--- config.mk ---
export PLATFORM = sky130hd
export DESIGN_NAME = bypass_protection_sequencer
export DESIGN_NICKNAME = d
export VERILOG_FILES = /design/src/inc/bypass_pkg.sv /design/src/core/bypass_protection_sequencer.sv
export SDC_FILE = /design/constraint.sdc
export NUM_CORES = 1
export LEC_CHECK = 0
export ABC_AREA = 1
export BUFFER_PORTS_ARGS = -buffer_cell sky130_fd_sc_hd__buf_2
export CAP_MARGIN = 15
export CELL_PAD_IN_SITES_DETAIL_PLACEMENT = 0
export CELL_PAD_IN_SITES_GLOBAL_PLACEMENT = 2
export CORE_ASPECT_RATIO = 0.7
export CORE_UTILIZATION = 36
export CTS_CLUSTER_DIAMETER = 120
export CTS_CLUSTER_SIZE = 28
export DETAILED_ROUTE_END_ITERATION = 8
export HOLD_SLACK_MARGIN = 0.02
export PLACE_DENSITY_LB_ADDON = 0.12
export SKIP_CTS_REPAIR_TIMING = 1
export SLEW_MARGIN = 20
export SYNTH_ARGS = -nofsm -noshare
export SYNTH_HDL_FRONTEND = slang
export SYNTH_SLANG_ARGS = --single-unit
--- constraint.sdc ---
create_clock -name CLK_SYS -period 5.4 [get_ports CLK_SYS]
set_clock_uncertainty 0.1 [all_clocks]
set_input_delay 0.54 -clock CLK_SYS [delete_from_list [all_inputs] [get_ports CLK_SYS]]
set_output_delay 0.54 -clock CLK_SYS [all_outputs]
set_load 0.05 [all_outputs]
--- src/inc/bypass_pkg.sv ---
// package: register map, field codes, timing constants and carriers of the bypass sequencer
package bypass_pkg;

  // time base
  localparam int unsigned CLK_HZ         = 250_000_000;
  localparam int unsigned TICK_MS        = 100;
  localparam int unsigned TICK_CYCLES    = CLK_HZ / 1000 * TICK_MS;
  localparam int unsigned LOAD_LOST_S    = 10;
  localparam logic [15:0] LOAD_LOST_TICKS = 16'(LOAD_LOST_S * 1000 / TICK_MS);
  localparam logic [15:0] SEC_TICKS      = 16'(1000 / TICK_MS);

  // register byte offsets
  localparam logic [5:0] OFS_MODE_CFG   = 6'h00;
  localparam logic [5:0] OFS_HAND_SPEED = 6'h04;
  localparam logic [5:0] OFS_SS_TIMES   = 6'h08;
  localparam logic [5:0] OFS_UNBAL      = 6'h0C;
  localparam logic [5:0] OFS_RESTART    = 6'h10;
  localparam logic [5:0] OFS_DIN_LO     = 6'h14;
  localparam logic [5:0] OFS_DIN_HI     = 6'h18;
  localparam logic [5:0] OFS_STATUS     = 6'h1C;
  localparam logic [5:0] OFS_FAULT_CLR  = 6'h20;
  localparam logic [5:0] OFS_UNBAL_NOW  = 6'h24;

  // reset values (times in 0.1 s ticks unless noted)
  localparam logic [15:0] RST_HAND_SPEED   = 16'h0000;
  localparam logic [15:0] RST_SS_DELAY     = 16'h0014;
  localparam logic [15:0] RST_SS_TIMEOUT   = 16'h0096;
  localparam logic [9:0]  RST_UNBAL_LEVEL  = 10'h0FA;
  localparam logic [15:0] RST_UNBAL_TIME   = 16'h0032;
  localparam logic [8:0]  RST_RESTART_S    = 9'h00A;
  localparam logic [2:0]  RST_CONTRAST     = 3'h3;
  localparam logic [47:0] RST_DIN_SEL      = 48'h740019_617595;
  localparam logic [5:0]  DIN_CODE_MAX     = 6'h24;
  localparam logic [5:0]  DIN_DAMPER       = 6'h14;

  // soft-ramp sequence states
  typedef enum logic [2:0] {
    SQ_IDLE    = 3'b000,
    SQ_CLOSE   = 3'b001,
    SQ_RUN     = 3'b010,
    SQ_STOP    = 3'b011,
    SQ_COAST   = 3'b100
  } seq_e;

  typedef struct packed {
    logic        hand_ref_source_sel;
    logic [1:0]  bypass_device_type;
    logic [1:0]  phase_rotation_sel;
    logic        load_verify_sel;
    logic        weld_detect_sel;
    logic        blackout_action_sel;
    logic [2:0]  display_contrast;
    logic [15:0] hand_speed_setpoint;
    logic [15:0] soft_start_delay;
    logic [15:0] soft_stop_timeout;
    logic [9:0]  unbalance_level;
    logic [15:0] unbalance_trip_time;
    logic [8:0]  restart_delay;
    logic [47:0] din_function_sel;
  } cfg_s;

  typedef struct packed {
    logic phase_loss_fault;
    logic rotation_alarm;
    logic rotation_fault;
    logic load_lost_fault;
    logic weld_fault;
    logic supply_fault_a;
    logic supply_fault_b;
  } faults_s;

endpackage : bypass_pkg

--- src/core/bypass_protection_sequencer.sv ---
// bypass supervisory sequencer: soft-ramp control, protection timers and avalon register slave
`timescale 1ns/100ps
module bypass_protection_sequencer
  import bypass_pkg::*;
(
  // clock and reset
  input  wire logic        CLK_SYS,
  input  wire logic        RESET_N,
  // avalon-mm slave
  input  wire logic [5:0]  AVS_ADDRESS,
  input  wire logic        AVS_READ,
  input  wire logic        AVS_WRITE,
  input  wire logic [31:0] AVS_WRITEDATA,
  input  wire logic [3:0]  AVS_BYTEENABLE,
  output logic      [31:0] AVS_READDATA,
  output logic             AVS_WAITREQUEST,
  // operating mode and commands (pins)
  input  wire logic        HAND_MODE,
  input  wire logic        BYPASS_MODE,
  input  wire logic        RUN_CMD,
  input  wire logic        SMOKE_PURGE,
  input  wire logic        ROTATION_REVERSED,
  input  wire logic        BLACKOUT_DET,
  input  wire logic        BROWNOUT_DET,
  input  wire logic        WELD_SENSE,
  // sensed quantities (from same-clock sensing logic)
  input  wire logic [15:0] ANALOG_REF,
  input  wire logic [15:0] AUTO_REF,
  input  wire logic [15:0] PHASE_A_RMS,
  input  wire logic [15:0] PHASE_B_RMS,
  input  wire logic [15:0] PHASE_C_RMS,
  input  wire logic [15:0] MOTOR_RATED_CURRENT,
  // outputs to plant
  output logic      [15:0] FREQ_REF,
  output logic             BYPASS_CONTACTOR,
  output logic             SOFT_STARTER_RUN,
  output logic             CABINET_FAN,
  output logic             ENERGY_SAVE_EN,
  output logic             COAST_STOP,
  output logic             DAMPER_OPEN_N,
  output logic      [7:0]  DAMPER_OUT_MASK,
  output logic      [2:0]  CONTRAST_OUT,
  output faults_s          FAULTS
);

  // whole module state
  typedef struct packed {
    cfg_s        cfg;
    faults_s     flt;
    seq_e        seq;
    logic [31:0] rdata;
    logic        ack;
    logic [24:0] pre;
    logic        tick;
    logic [15:0] seq_cnt;
    logic [15:0] unbal_cnt;
    logic [15:0] load_cnt;
    logic [15:0] rst_cnt;
    logic [6:0]  unbal_pct;
    logic        in_restart;
    logic        weld_armed;
    logic        was_bypass_run;
    logic [15:0] freq_ref;
    logic        coil_ok;
    logic [7:0]  sync1;
    logic [7:0]  sync2;
  } state_s;

  state_s s_reg;
  state_s s_next;

  // limit a value into an inclusive range
  function automatic logic [15:0] clamp16(input logic [15:0] v, input logic [15:0] lo, input logic [15:0] hi);
    clamp16 = (v < lo) ? lo : ((v > hi) ? hi : v);
  endfunction : clamp16

  // each 6-bit din code holds only 0..36; larger writes saturate
  function automatic logic [23:0] din_clip(input logic [23:0] v);
    logic [23:0] r;
    r = v;
    for (int i = 0; i < 4; i++) begin
      if (v[i*6 +: 6] > DIN_CODE_MAX) r[i*6 +: 6] = DIN_CODE_MAX;
    end
    din_clip = r;
  endfunction : din_clip

  // synchronised pins
  logic hand_s, byp_s, run_s, smoke_s, rot_s, black_s, brown_s, weld_s;
  assign {hand_s, byp_s, run_s, smoke_s, rot_s, black_s, brown_s, weld_s} = s_reg.sync2;

  // unbalance arithmetic
  logic [15:0] i_max, i_min, i_diff;
  logic [22:0] i_scaled;
  logic [6:0]  pct;
  assign i_max    = (PHASE_A_RMS > PHASE_B_RMS) ? ((PHASE_A_RMS > PHASE_C_RMS) ? PHASE_A_RMS : PHASE_C_RMS)
                                               : ((PHASE_B_RMS > PHASE_C_RMS) ? PHASE_B_RMS : PHASE_C_RMS);
  assign i_min    = (PHASE_A_RMS < PHASE_B_RMS) ? ((PHASE_A_RMS < PHASE_C_RMS) ? PHASE_A_RMS : PHASE_C_RMS)
                                               : ((PHASE_B_RMS < PHASE_C_RMS) ? PHASE_B_RMS : PHASE_C_RMS);
  assign i_diff   = i_max - i_min;
  assign i_scaled = 23'(i_diff) * 23'd100;
  assign pct      = (i_max == 16'h0000) ? 7'h00 : 7'(i_scaled / 23'(i_max));

  // 5% of rated current, compared as i*20 < rated
  logic       current_low;
  logic [20:0] cur20;
  assign cur20       = 21'(i_max) * 21'd20;
  assign current_low = cur20 < 21'(MOTOR_RATED_CURRENT) * 21'd1 + 21'(0);

  logic supply_bad;
  assign supply_bad = black_s | brown_s;

  always_comb begin
    logic        wr, rd, bypass_run, bypass_start, rot_bad;
    logic [31:0] wd;
    s_next = s_reg;
    // write lands on the edge that shows waitrequest low
    wr = AVS_WRITE & s_reg.ack;
    rd = AVS_READ & ~s_reg.ack;
    wd = AVS_WRITEDATA;
    bypass_run = 1'b0;
    bypass_start = 1'b0;
    rot_bad = 1'b0;

    s_next.sync1 = {HAND_MODE, BYPASS_MODE, RUN_CMD, SMOKE_PURGE, ROTATION_REVERSED,
                    BLACKOUT_DET, BROWNOUT_DET, WELD_SENSE};
    s_next.sync2 = s_reg.sync1;

    // 100 ms tick keeps every timer narrow
    s_next.tick = 1'b0;
    if (s_reg.pre == 25'(TICK_CYCLES - 1)) begin
      s_next.pre  = '0;
      s_next.tick = 1'b1;
    end else begin
      s_next.pre = s_reg.pre + 25'd1;
    end

    // bus slave: one wait cycle, answer on the following edge
    s_next.ack = (AVS_READ | AVS_WRITE) & ~s_reg.ack;
    if (rd) begin
      unique case (AVS_ADDRESS)
        OFS_MODE_CFG:   s_next.rdata = {19'h0, s_reg.cfg.display_contrast, s_reg.cfg.blackout_action_sel,
                                        s_reg.cfg.weld_detect_sel, s_reg.cfg.load_verify_sel,
                                        s_reg.cfg.phase_rotation_sel, s_reg.cfg.bypass_device_type,
                                        s_reg.cfg.hand_ref_source_sel, 2'h0};
        OFS_HAND_SPEED: s_next.rdata = {16'h0, s_reg.cfg.hand_speed_setpoint};
        OFS_SS_TIMES:   s_next.rdata = {s_reg.cfg.soft_stop_timeout, s_reg.cfg.soft_start_delay};
        OFS_UNBAL:      s_next.rdata = {s_reg.cfg.unbalance_trip_time, 6'h0, s_reg.cfg.unbalance_level};
        OFS_RESTART:    s_next.rdata = {23'h0, s_reg.cfg.restart_delay};
        OFS_DIN_LO:     s_next.rdata = {8'h0, s_reg.cfg.din_function_sel[23:0]};
        OFS_DIN_HI:     s_next.rdata = {8'h0, s_reg.cfg.din_function_sel[47:24]};
        OFS_STATUS:     s_next.rdata = {21'h0, s_reg.seq, 1'b0, s_reg.flt};
        OFS_UNBAL_NOW:  s_next.rdata = {25'h0, s_reg.unbal_pct};
        default:        s_next.rdata = 32'h0000_0000;
      endcase
    end
    if (wr) begin
      unique case (AVS_ADDRESS)
        OFS_MODE_CFG: begin
          if (AVS_BYTEENABLE[0]) begin
            s_next.cfg.hand_ref_source_sel = wd[2];
            s_next.cfg.bypass_device_type  = (wd[4:3] == 2'h3) ? 2'h2 : wd[4:3];
            s_next.cfg.phase_rotation_sel  = (wd[6:5] == 2'h3) ? 2'h2 : wd[6:5];
            s_next.cfg.load_verify_sel     = wd[7];
          end
          if (AVS_BYTEENABLE[1]) begin
            s_next.cfg.weld_detect_sel     = wd[8];
            s_next.cfg.blackout_action_sel = wd[9];
            s_next.cfg.display_contrast    = 3'(clamp16(16'(wd[12:10]), 16'h1, 16'h5));
          end
        end
        OFS_HAND_SPEED: if (&AVS_BYTEENABLE[1:0]) s_next.cfg.hand_speed_setpoint = wd[15:0];
        OFS_SS_TIMES: begin
          if (&AVS_BYTEENABLE[1:0]) s_next.cfg.soft_start_delay  = clamp16(wd[15:0], 16'h0, 16'h0258);
          if (&AVS_BYTEENABLE[3:2]) s_next.cfg.soft_stop_timeout = clamp16(wd[31:16], 16'h000A, 16'h0258);
        end
        OFS_UNBAL: begin
          if (&AVS_BYTEENABLE[1:0]) s_next.cfg.unbalance_level = 10'(clamp16({6'h0, wd[9:0]}, 16'h0032, 16'h01F4));
          if (&AVS_BYTEENABLE[3:2]) s_next.cfg.unbalance_trip_time = clamp16(wd[31:16], 16'h0, 16'h012C);
        end
        OFS_RESTART: if (&AVS_BYTEENABLE[1:0]) s_next.cfg.restart_delay = 9'(clamp16({7'h0, wd[8:0]}, 16'h1, 16'h012C));
        OFS_DIN_LO: if (&AVS_BYTEENABLE[2:0]) s_next.cfg.din_function_sel[23:0] = din_clip(wd[23:0]);
        OFS_DIN_HI: if (&AVS_BYTEENABLE[2:0]) s_next.cfg.din_function_sel[47:24] = din_clip(wd[23:0]);
        OFS_FAULT_CLR: begin
          // weld fault is not cleared here: only a RESET_N reset clears it
          if (wd[6]) s_next.flt.phase_loss_fault = 1'b0;
          if (wd[5]) s_next.flt.rotation_alarm   = 1'b0;
          if (wd[4]) s_next.flt.rotation_fault   = 1'b0;
          if (wd[3]) s_next.flt.load_lost_fault  = 1'b0;
          if (wd[1]) s_next.flt.supply_fault_a   = 1'b0;
          if (wd[0]) s_next.flt.supply_fault_b   = 1'b0;
        end
        default: ;
      endcase
    end

    // reference selection
    if (hand_s) s_next.freq_ref = s_reg.cfg.hand_ref_source_sel ? ANALOG_REF : s_reg.cfg.hand_speed_setpoint;
    else        s_next.freq_ref = AUTO_REF;

    // supply loss: fault or timed restart; restart timer starts at recovery
    if (supply_bad) begin
      s_next.coil_ok = 1'b0;
      s_next.rst_cnt = '0;
      if (!s_reg.cfg.blackout_action_sel || brown_s) begin
        if (black_s) s_next.flt.supply_fault_a = 1'b1;
        if (brown_s) s_next.flt.supply_fault_b = 1'b1;
      end else begin
        s_next.in_restart = 1'b1;
      end
    end else if (s_reg.in_restart) begin
      if (s_reg.tick) s_next.rst_cnt = s_reg.rst_cnt + 16'd1;
      if (s_reg.rst_cnt >= 16'(s_reg.cfg.restart_delay) * SEC_TICKS) begin
        s_next.in_restart = 1'b0;
        s_next.coil_ok    = 1'b1;
        s_next.rst_cnt    = '0;
      end
    end else if (!(s_reg.flt.supply_fault_a | s_reg.flt.supply_fault_b)) begin
      s_next.coil_ok = 1'b1;
    end

    // soft-ramp sequence
    bypass_run = byp_s & run_s & s_reg.coil_ok & ~COAST_STOP;
    unique case (s_reg.seq)
      SQ_IDLE: begin
        s_next.seq_cnt = '0;
        if (bypass_run) begin
          bypass_start = 1'b1;
          s_next.seq   = (s_reg.cfg.bypass_device_type == 2'h2) ? SQ_CLOSE : SQ_RUN;
        end
      end
      SQ_CLOSE: begin
        if (s_reg.tick) s_next.seq_cnt = s_reg.seq_cnt + 16'd1;
        if (!bypass_run) s_next.seq = SQ_IDLE;
        else if (s_reg.seq_cnt >= s_reg.cfg.soft_start_delay) s_next.seq = SQ_RUN;
      end
      SQ_RUN: begin
        s_next.seq_cnt = '0;
        if (!bypass_run)
          s_next.seq = (s_reg.cfg.bypass_device_type == 2'h2 && s_reg.coil_ok && !COAST_STOP) ? SQ_STOP : SQ_IDLE;
      end
      SQ_STOP: begin
        if (s_reg.tick) s_next.seq_cnt = s_reg.seq_cnt + 16'd1;
        if (current_low || !s_reg.coil_ok) s_next.seq = SQ_IDLE;
        else if (s_reg.seq_cnt >= s_reg.cfg.soft_stop_timeout) s_next.seq = SQ_COAST;
      end
      SQ_COAST: s_next.seq = SQ_IDLE;
      default:  s_next.seq = SQ_IDLE;
    endcase

    // phase rotation at bypass start only
    rot_bad = bypass_start & rot_s;
    if (rot_bad && s_reg.cfg.phase_rotation_sel == 2'h1) s_next.flt.rotation_alarm = 1'b1;
    if (rot_bad && s_reg.cfg.phase_rotation_sel == 2'h2) s_next.flt.rotation_fault = 1'b1;

    // unbalance trip timer
    s_next.unbal_pct = pct;
    if (s_reg.seq == SQ_RUN && s_reg.cfg.unbalance_trip_time != 16'h0 &&
        {3'h0, s_reg.unbal_pct, 3'h0} + {5'h0, s_reg.unbal_pct, 1'b0} > {3'h0, s_reg.cfg.unbalance_level}) begin
      if (s_reg.tick) s_next.unbal_cnt = s_reg.unbal_cnt + 16'd1;
      if (s_reg.unbal_cnt > s_reg.cfg.unbalance_trip_time) s_next.flt.phase_loss_fault = 1'b1;
    end else begin
      s_next.unbal_cnt = '0;
    end

    // load verification
    if (s_reg.cfg.load_verify_sel && !s_reg.sync2[4] && s_reg.seq == SQ_RUN &&
        (i_max == 16'h0 || s_reg.freq_ref == 16'h0)) begin
      if (s_reg.tick) s_next.load_cnt = s_reg.load_cnt + 16'd1;
      if (s_reg.load_cnt > LOAD_LOST_TICKS) s_next.flt.load_lost_fault = 1'b1;
    end else begin
      s_next.load_cnt = '0;
    end

    // welded contactor: armed at power-up and on leaving bypass run
    s_next.was_bypass_run = (s_reg.seq == SQ_RUN);
    if (s_reg.was_bypass_run && s_reg.seq != SQ_RUN) s_next.weld_armed = 1'b1;
    if (s_reg.weld_armed && s_reg.seq != SQ_RUN && s_reg.seq != SQ_STOP) begin
      s_next.weld_armed = 1'b0;
      if (s_reg.cfg.weld_detect_sel && weld_s) s_next.flt.weld_fault = 1'b1;
    end
  end

  always_ff @(posedge CLK_SYS or negedge RESET_N) begin
    if (!RESET_N) begin
      s_reg                         <= '0;
      s_reg.seq                     <= SQ_IDLE;
      s_reg.weld_armed              <= 1'b1;
      s_reg.cfg.display_contrast    <= RST_CONTRAST;
      s_reg.cfg.hand_speed_setpoint <= RST_HAND_SPEED;
      s_reg.cfg.soft_start_delay    <= RST_SS_DELAY;
      s_reg.cfg.soft_stop_timeout   <= RST_SS_TIMEOUT;
      s_reg.cfg.unbalance_level     <= RST_UNBAL_LEVEL;
      s_reg.cfg.unbalance_trip_time <= RST_UNBAL_TIME;
      s_reg.cfg.restart_delay       <= RST_RESTART_S;
      s_reg.cfg.din_function_sel    <= RST_DIN_SEL;
    end else begin
      s_reg <= s_next;
    end
  end

  // outputs
  logic any_trip;
  assign any_trip = s_reg.flt.phase_loss_fault | s_reg.flt.rotation_fault | s_reg.flt.load_lost_fault |
                    s_reg.flt.weld_fault | s_reg.flt.supply_fault_a | s_reg.flt.supply_fault_b;

  always_comb begin
    DAMPER_OUT_MASK = 8'h00;
    for (int i = 0; i < 8; i++) begin
      DAMPER_OUT_MASK[i] = (s_reg.cfg.din_function_sel[i*6 +: 6] == DIN_DAMPER);
    end
  end

  assign AVS_READDATA     = s_reg.rdata;
  assign AVS_WAITREQUEST  = (AVS_READ | AVS_WRITE) & ~s_reg.ack;
  assign FREQ_REF         = s_reg.freq_ref;
  assign COAST_STOP       = any_trip | (s_reg.seq == SQ_COAST);
  assign BYPASS_CONTACTOR = s_reg.coil_ok & ~any_trip &
                            (s_reg.seq == SQ_CLOSE || s_reg.seq == SQ_RUN || s_reg.seq == SQ_STOP);
  assign SOFT_STARTER_RUN = BYPASS_CONTACTOR & (s_reg.cfg.bypass_device_type == 2'h2) &
                            (s_reg.seq == SQ_RUN);
  assign CABINET_FAN      = (s_reg.cfg.bypass_device_type != 2'h0) | ~s_reg.sync2[6];
  assign ENERGY_SAVE_EN   = (s_reg.cfg.bypass_device_type != 2'h2);
  assign DAMPER_OPEN_N    = s_reg.flt.load_lost_fault;
  assign CONTRAST_OUT     = s_reg.cfg.display_contrast;
  assign FAULTS           = s_reg.flt;

endmodule : bypass_protection_sequencer

Word level (Yosys, flattened, before mapping)
Cells that the tools add are included.
Storage, ports and cells
  register bits after elaboration: 318
  bits in latches: 0
  bits in writable memories: 0
  ROM bits: 0
  input bits: 150
  memories kept: 0
Cells by class
  add/subtract/negate cells: 7
  $mul: 3
  divide/modulo/power cells: 1
  $lt $le $gt $ge: 29
  equality and inequality tests: 40
  shifts and indexed selects: 0
  mux-type cells: 81
  bitwise operators: 25
  reductions and logical operators: 57
Operators by type and width (number)
  $mux W16: 23
  $pmux W32 S9: 1
  $eq A6 B5 Y1 const B: 12
  $add A16 B1 Y16 const B: 4
  $gt A16 B16 Y1: 4
  $lt A16 B16 Y1: 3
  $ge A16 B16 Y1: 2
  $gt A16 B10 Y1 const B: 2
  $logic_not A16 Y1: 2
  $lt A16 B1 Y1 const B: 2
  $pmux W16 S2: 1
  $reduce_and A4 Y1: 7
  $mux W1: 27
  $add A25 B1 Y25 const B: 1
  $eq A25 B25 Y1 const B: 1
  $mux W25: 1
  $gt A6 B6 Y1 const B: 4
  $mux W3: 8
  $mux W6: 4
  $div A23 B16 Y23: 1
  $lt A21 B16 Y1: 1
  $mul A16 B5 Y21 const B: 1
  $mux W10: 2
  $reduce_bool A2 Y1: 10
  other kinds (47): 119

Logic depth before layout (Yosys ltp)
  depth in word-level cells: 14
  gate-level depth with buffers: 459

Least setup slack after synthesis
No wires, ideal clock.
  path kind: in2reg
  start point: in PHASE_C_RMS[15]
  end point: reg s_reg[36] (netlist name)
  library setup time: 120 ps
  arrival: 59653 ps
  data required time: 5180 ps
  path slack: -54474 ps
  stages: 435
  path through: inv_1 > ha_1 > nand2_1 > nor3_2 > nand2_1 > nand2_4 > nand2_4 > buf_4 > a21oi_1 > o21ai_0 > nand2_1 > inv_1 > ha_1 > fa_1 > o21ai_0 > a21oi_1 > o21bai_1 > a21oi_1 > (+399 left out) > nand4_2 > nor2_4 > inv_2 > buf_2 > o21ai_1 > inv_1 > ha_1 > a21o_1 > a31oi_1 > o21ai_0 > a21oi_1 > o31ai_1 > a21oi_1 > nand2_1 > nor2_1 > nand3_1 > nor2_1 > nor2_1
On the way
  longest elaborated chain between the ends: 7
RTL lines
  start, declared: line bypass_protection_sequencer.sv:31  | input wire logic [15:0] PHASE_C_RMS,
  $gt A16 B16 Y1, or another cell as far along: line bypass_protection_sequencer.sv:96  | : ((PHASE_B_RMS > PHASE_C_RMS) ? PHASE_B_RMS : PHASE_C_RMS);
  $mux W16 (on tied branches)
  $mux W16 (on tied branches): line bypass_protection_sequencer.sv:95, bypass_protection_sequencer.sv:97
  $sub A16 B16 Y16: line bypass_protection_sequencer.sv:99  | assign i_diff = i_max - i_min;
  $mul A16 B5 Y21: line bypass_protection_sequencer.sv:100  | assign i_scaled = 23'(i_diff) * 23'd100;
  $div A23 B16 Y23: line bypass_protection_sequencer.sv:101  | assign pct = (i_max == 16'h0000) ? 7'h00 : 7'(i_scaled / 23'(i_max));
  $mux W7 *: line bypass_protection_sequencer.sv:101
  via pct[0]: line bypass_protection_sequencer.sv:94  | logic [6:0] pct;
  end signal, assigned: line bypass_protection_sequencer.sv:297  | s_reg <= s_next;
  end, declared: line bypass_protection_sequencer.sv:69  | state_s s_reg;
Mark *: on every way through the listed nets, which the timed path passes. The rest lies on a longest branch.
A chain may end at the register's enable or synchronous reset.

Final worst setup path
  start point: in PHASE_B_RMS[13]
  end point: reg s_reg[36] (netlist name)
On the way
  longest elaborated chain between the ends: 7
RTL lines
  start, declared: line bypass_protection_sequencer.sv:30  | input wire logic [15:0] PHASE_B_RMS,
  $gt A16 B16 Y1 / $lt A16 B16 Y1 (equally long branches): line bypass_protection_sequencer.sv:96, bypass_protection_sequencer.sv:98
  $mux W16 (on tied branches): line bypass_protection_sequencer.sv:96, bypass_protection_sequencer.sv:98
  $mux W16 (on tied branches): line bypass_protection_sequencer.sv:95, bypass_protection_sequencer.sv:97
  $sub A16 B16 Y16: line bypass_protection_sequencer.sv:99
  $mul A16 B5 Y21: line bypass_protection_sequencer.sv:100
  $div A23 B16 Y23: line bypass_protection_sequencer.sv:101
  $mux W7 *: line bypass_protection_sequencer.sv:101
  via pct[0]: line bypass_protection_sequencer.sv:94
Marked as above.

==> results.md <==
- DR pass1 iterations: 7
- Synth cell types: 68
- ANT nets after route: 0
- Post-synth ARST share: between 90% and 100%
- Final Hold Vio Count: 0
- Met3 usage: about 4.3%
- Max cap viols: 0
- Setup-failing EPs final: 9
- Num rows: 96
- Total Wirelength: around 140000 um
- Placed insts: between 7000 and 8000
- Startpoint Class: input pin
- First-pass GRT wire length: 212000 um
- Relative slew margins: 28.4%
- Nets: ~7200
- Hold Crit Class: in -> reg
- Vias per std cell: 5.00
- Worst Slack Setup Final: -45.33 ns
- Num CTS Buffers: 15
- Core Box Area: 98000 um2
- GRT Max-Usage Layer: met1
- Area contributors post-synth: dfrtp_1, ha_1, nand2_1, inv_1, a21oi_1
- Max Transition Viols Final: 0
- Number of flip-flops in the largest register: ~250
- Least-Margin Pin Slew: 1.07 ns
- Flops & latches, synth: 318
- Syn_nets: about 5800
- Grt met2 use: a little over a third
- CP Capture Type: flip-flop
- Overflow after GRT: 0
- Finished Layout Cells: 7837
- Largest net degree at the start of global routing: 93
- N_diodes: 0
- CP max-delay cell: ha_1
- Status: complete, but fails checks
- Crit Path Category: in -> reg
- Area growth, synth to finish: 41.8%
- Initial DRC count: about 3400
- H-tree levels: 1
- Main synth FF type: dfrtp_1
- Placement Cell Area: approximately 47000 um2
- Fmax: 19.7 MHz
- WL/cell: around 18 um
- Synth top cells by count: nand2_1, inv_1, ha_1
- Critical path arrival: just over 50 ns
- Cell accounting for the most synthesized area: dfrtp_1
- Reg clk slew, reported paths: around 0.11 ns
- CP dominant cell by count: a21oi_2
- Clock insertion delay at the later pin of the skew report: around 0.55 ns
- CTS tree: done
- Number of global-route vias before repair: around 35000
- Post-route design area: between 50000 and 60000 um2
- Clock Path Buffers: 3
- Required time worst endpoint: between 5 and 6 ns
- Die Span Y: approximately 270 um
- Final min period: around 51 ns
- Worst path max stage delay: 0.33 ns
- Die width: about 380 um
- Post-DP HPWL: 116000 um
- Gpl congestion: 0.949
- Crit path max fanout: 12
- Cell area after synthesis: around 36000 um2
- Layout cell share with drive strength beyond 1: about 34%
- IO Port Bufs: around 220
- WHS: roughly 0.14 ns
- Most frequent cell after synthesis: nand2_1
- Yosys top cell area share: 19.6%
- Initial Util: about 36%
- Via Count: between 30000 and 40000
- Cells after Synth: just over 5000
- Die Area: 100000 um2
- Mapped Avg Cell Area: approximately 7.0 um2
- Period Utilization, post-route: 940%
- Fillers: 9794
- Gr usage total: 27.4%
- Failing checks: negative setup slack
- CTS Sinks: around 320
- Sequential area share after synthesis: between 20% and 30%
- Boundary Pins: about 220
- Initial antenna violation count: 2
- Unrepaired setup endpoints after global routing: true
- GR Layer Usage met1: 47.6%
- Post-synth EDFFs: 0
- CTS root buf: clkbuf_16
- Synth warn: 0
- DRC: 0
[per-stage QoR]
| stage | util [%] | worst slack (ns) | TNS [ns] |
|---|---|---|---|
| 6_report | 51.6 | -45.33 | -277.91 |
| 2_1_floorplan | - | -48.36 | -293.53 |
| 5_1_grt | 51.6 | -49.22 | -301.70 |
| 4_1_cts | 48.4 | -47.82 | -291.97 |
| 3_5_place_dp | 47.9 | -48.13 | -295.99 |
| 3_3_place_gp | 47.9 | -46.88 | -288.22 |
[layer usage]
metal | vias to the layer above | routed length, um
met3 | 64 | 10700
met1 | 18354 | 79300
met4 | 0 | 963
li1 | 19680 | -
met5 | - | 0
met2 | 1067 | 51800
[area by class of cell]
| type | count | area [um2] | share of cell area, % |
|---|---|---|---|
| multi-input combinational | 3830 | 26100 | 51.6 |
| timing repair buffer | 1522 | 11200 | 22.2 |
| sequential | 318 | 8010 | 15.8 |
| inverter | 818 | 3130 | 6.19 |
| tap | 1323 | 1660 | 3.27 |
| clock buffer | 24 | 409 | 0.809 |
| clock inverter | 1 | 20.0 | 0.0396 |
| timing repair inverter | 1 | 6.26 | 0.0124 |
[worst max-delay path: cells and delay by family]
| family | cells | cell delay, ns |
|---|---|---|
| adder cells (fa/ha/maj) | 29 | 7.71 |
| AND/OR/NAND/NOR | 141 | 12.95 |
| buffers and inverters | 80 | 6.26 |
| XOR/XNOR | 3 | 0.61 |
| AO/OA/AOI/OAI | 168 | 22.59 |
| multiplexers | 1 | 0.29 |
[cell usage in the layout (no fill, tap or decap), drive strengths merged, types with 16 or more instances in the layout]
master,n
or2,38
xor2,177
nand2,1043
inv,802
a21oi,367
ha,501
dfrtp,279
nor3,77
clkbuf,25
o31ai,21
buf,1512
o21bai,47
o22ai,32
nor2,449
dfstp,39
xnor2,79
nor4,30
a31oi,36
clkinv,16
o21a,17
nand3,265
o21ai,380
o211ai,18
nand4,80
a22oi,18
a21o,41
[final timing paths]
path,to,depth (start not counted),start,slack (ns)
max,s_reg[36],422,PHASE_B_RMS[13],-45.33
min,FREQ_REF[12],3,AUTO_REF[12],0.14
max reg2reg,s_reg[52],24,s_reg[227],0.88
min reg2reg,run_s,0,s_next[5],0.26
max in group asynchronous,s_reg[222],3,RESET_N,3.69
min in group asynchronous,AVS_READDATA[29],2,RESET_N,0.45
[cells by family after synthesis]
family                   after synthesis  share of synthesized area [%]
AO/OA/AOI/OAI                       1039                           16.7
XOR/XNOR                             256                           6.33
adder cells (fa/ha/maj)              516                           18.4
buffers and inverters                975                           11.1
flip-flops                           318                           22.5
multiplexers                           3                         0.0877
AND/OR/NAND/NOR                     2016                           24.9
Power is not shown: default switching activity piles up to over one toggle a cycle in this logic, so the estimate is an artifact.
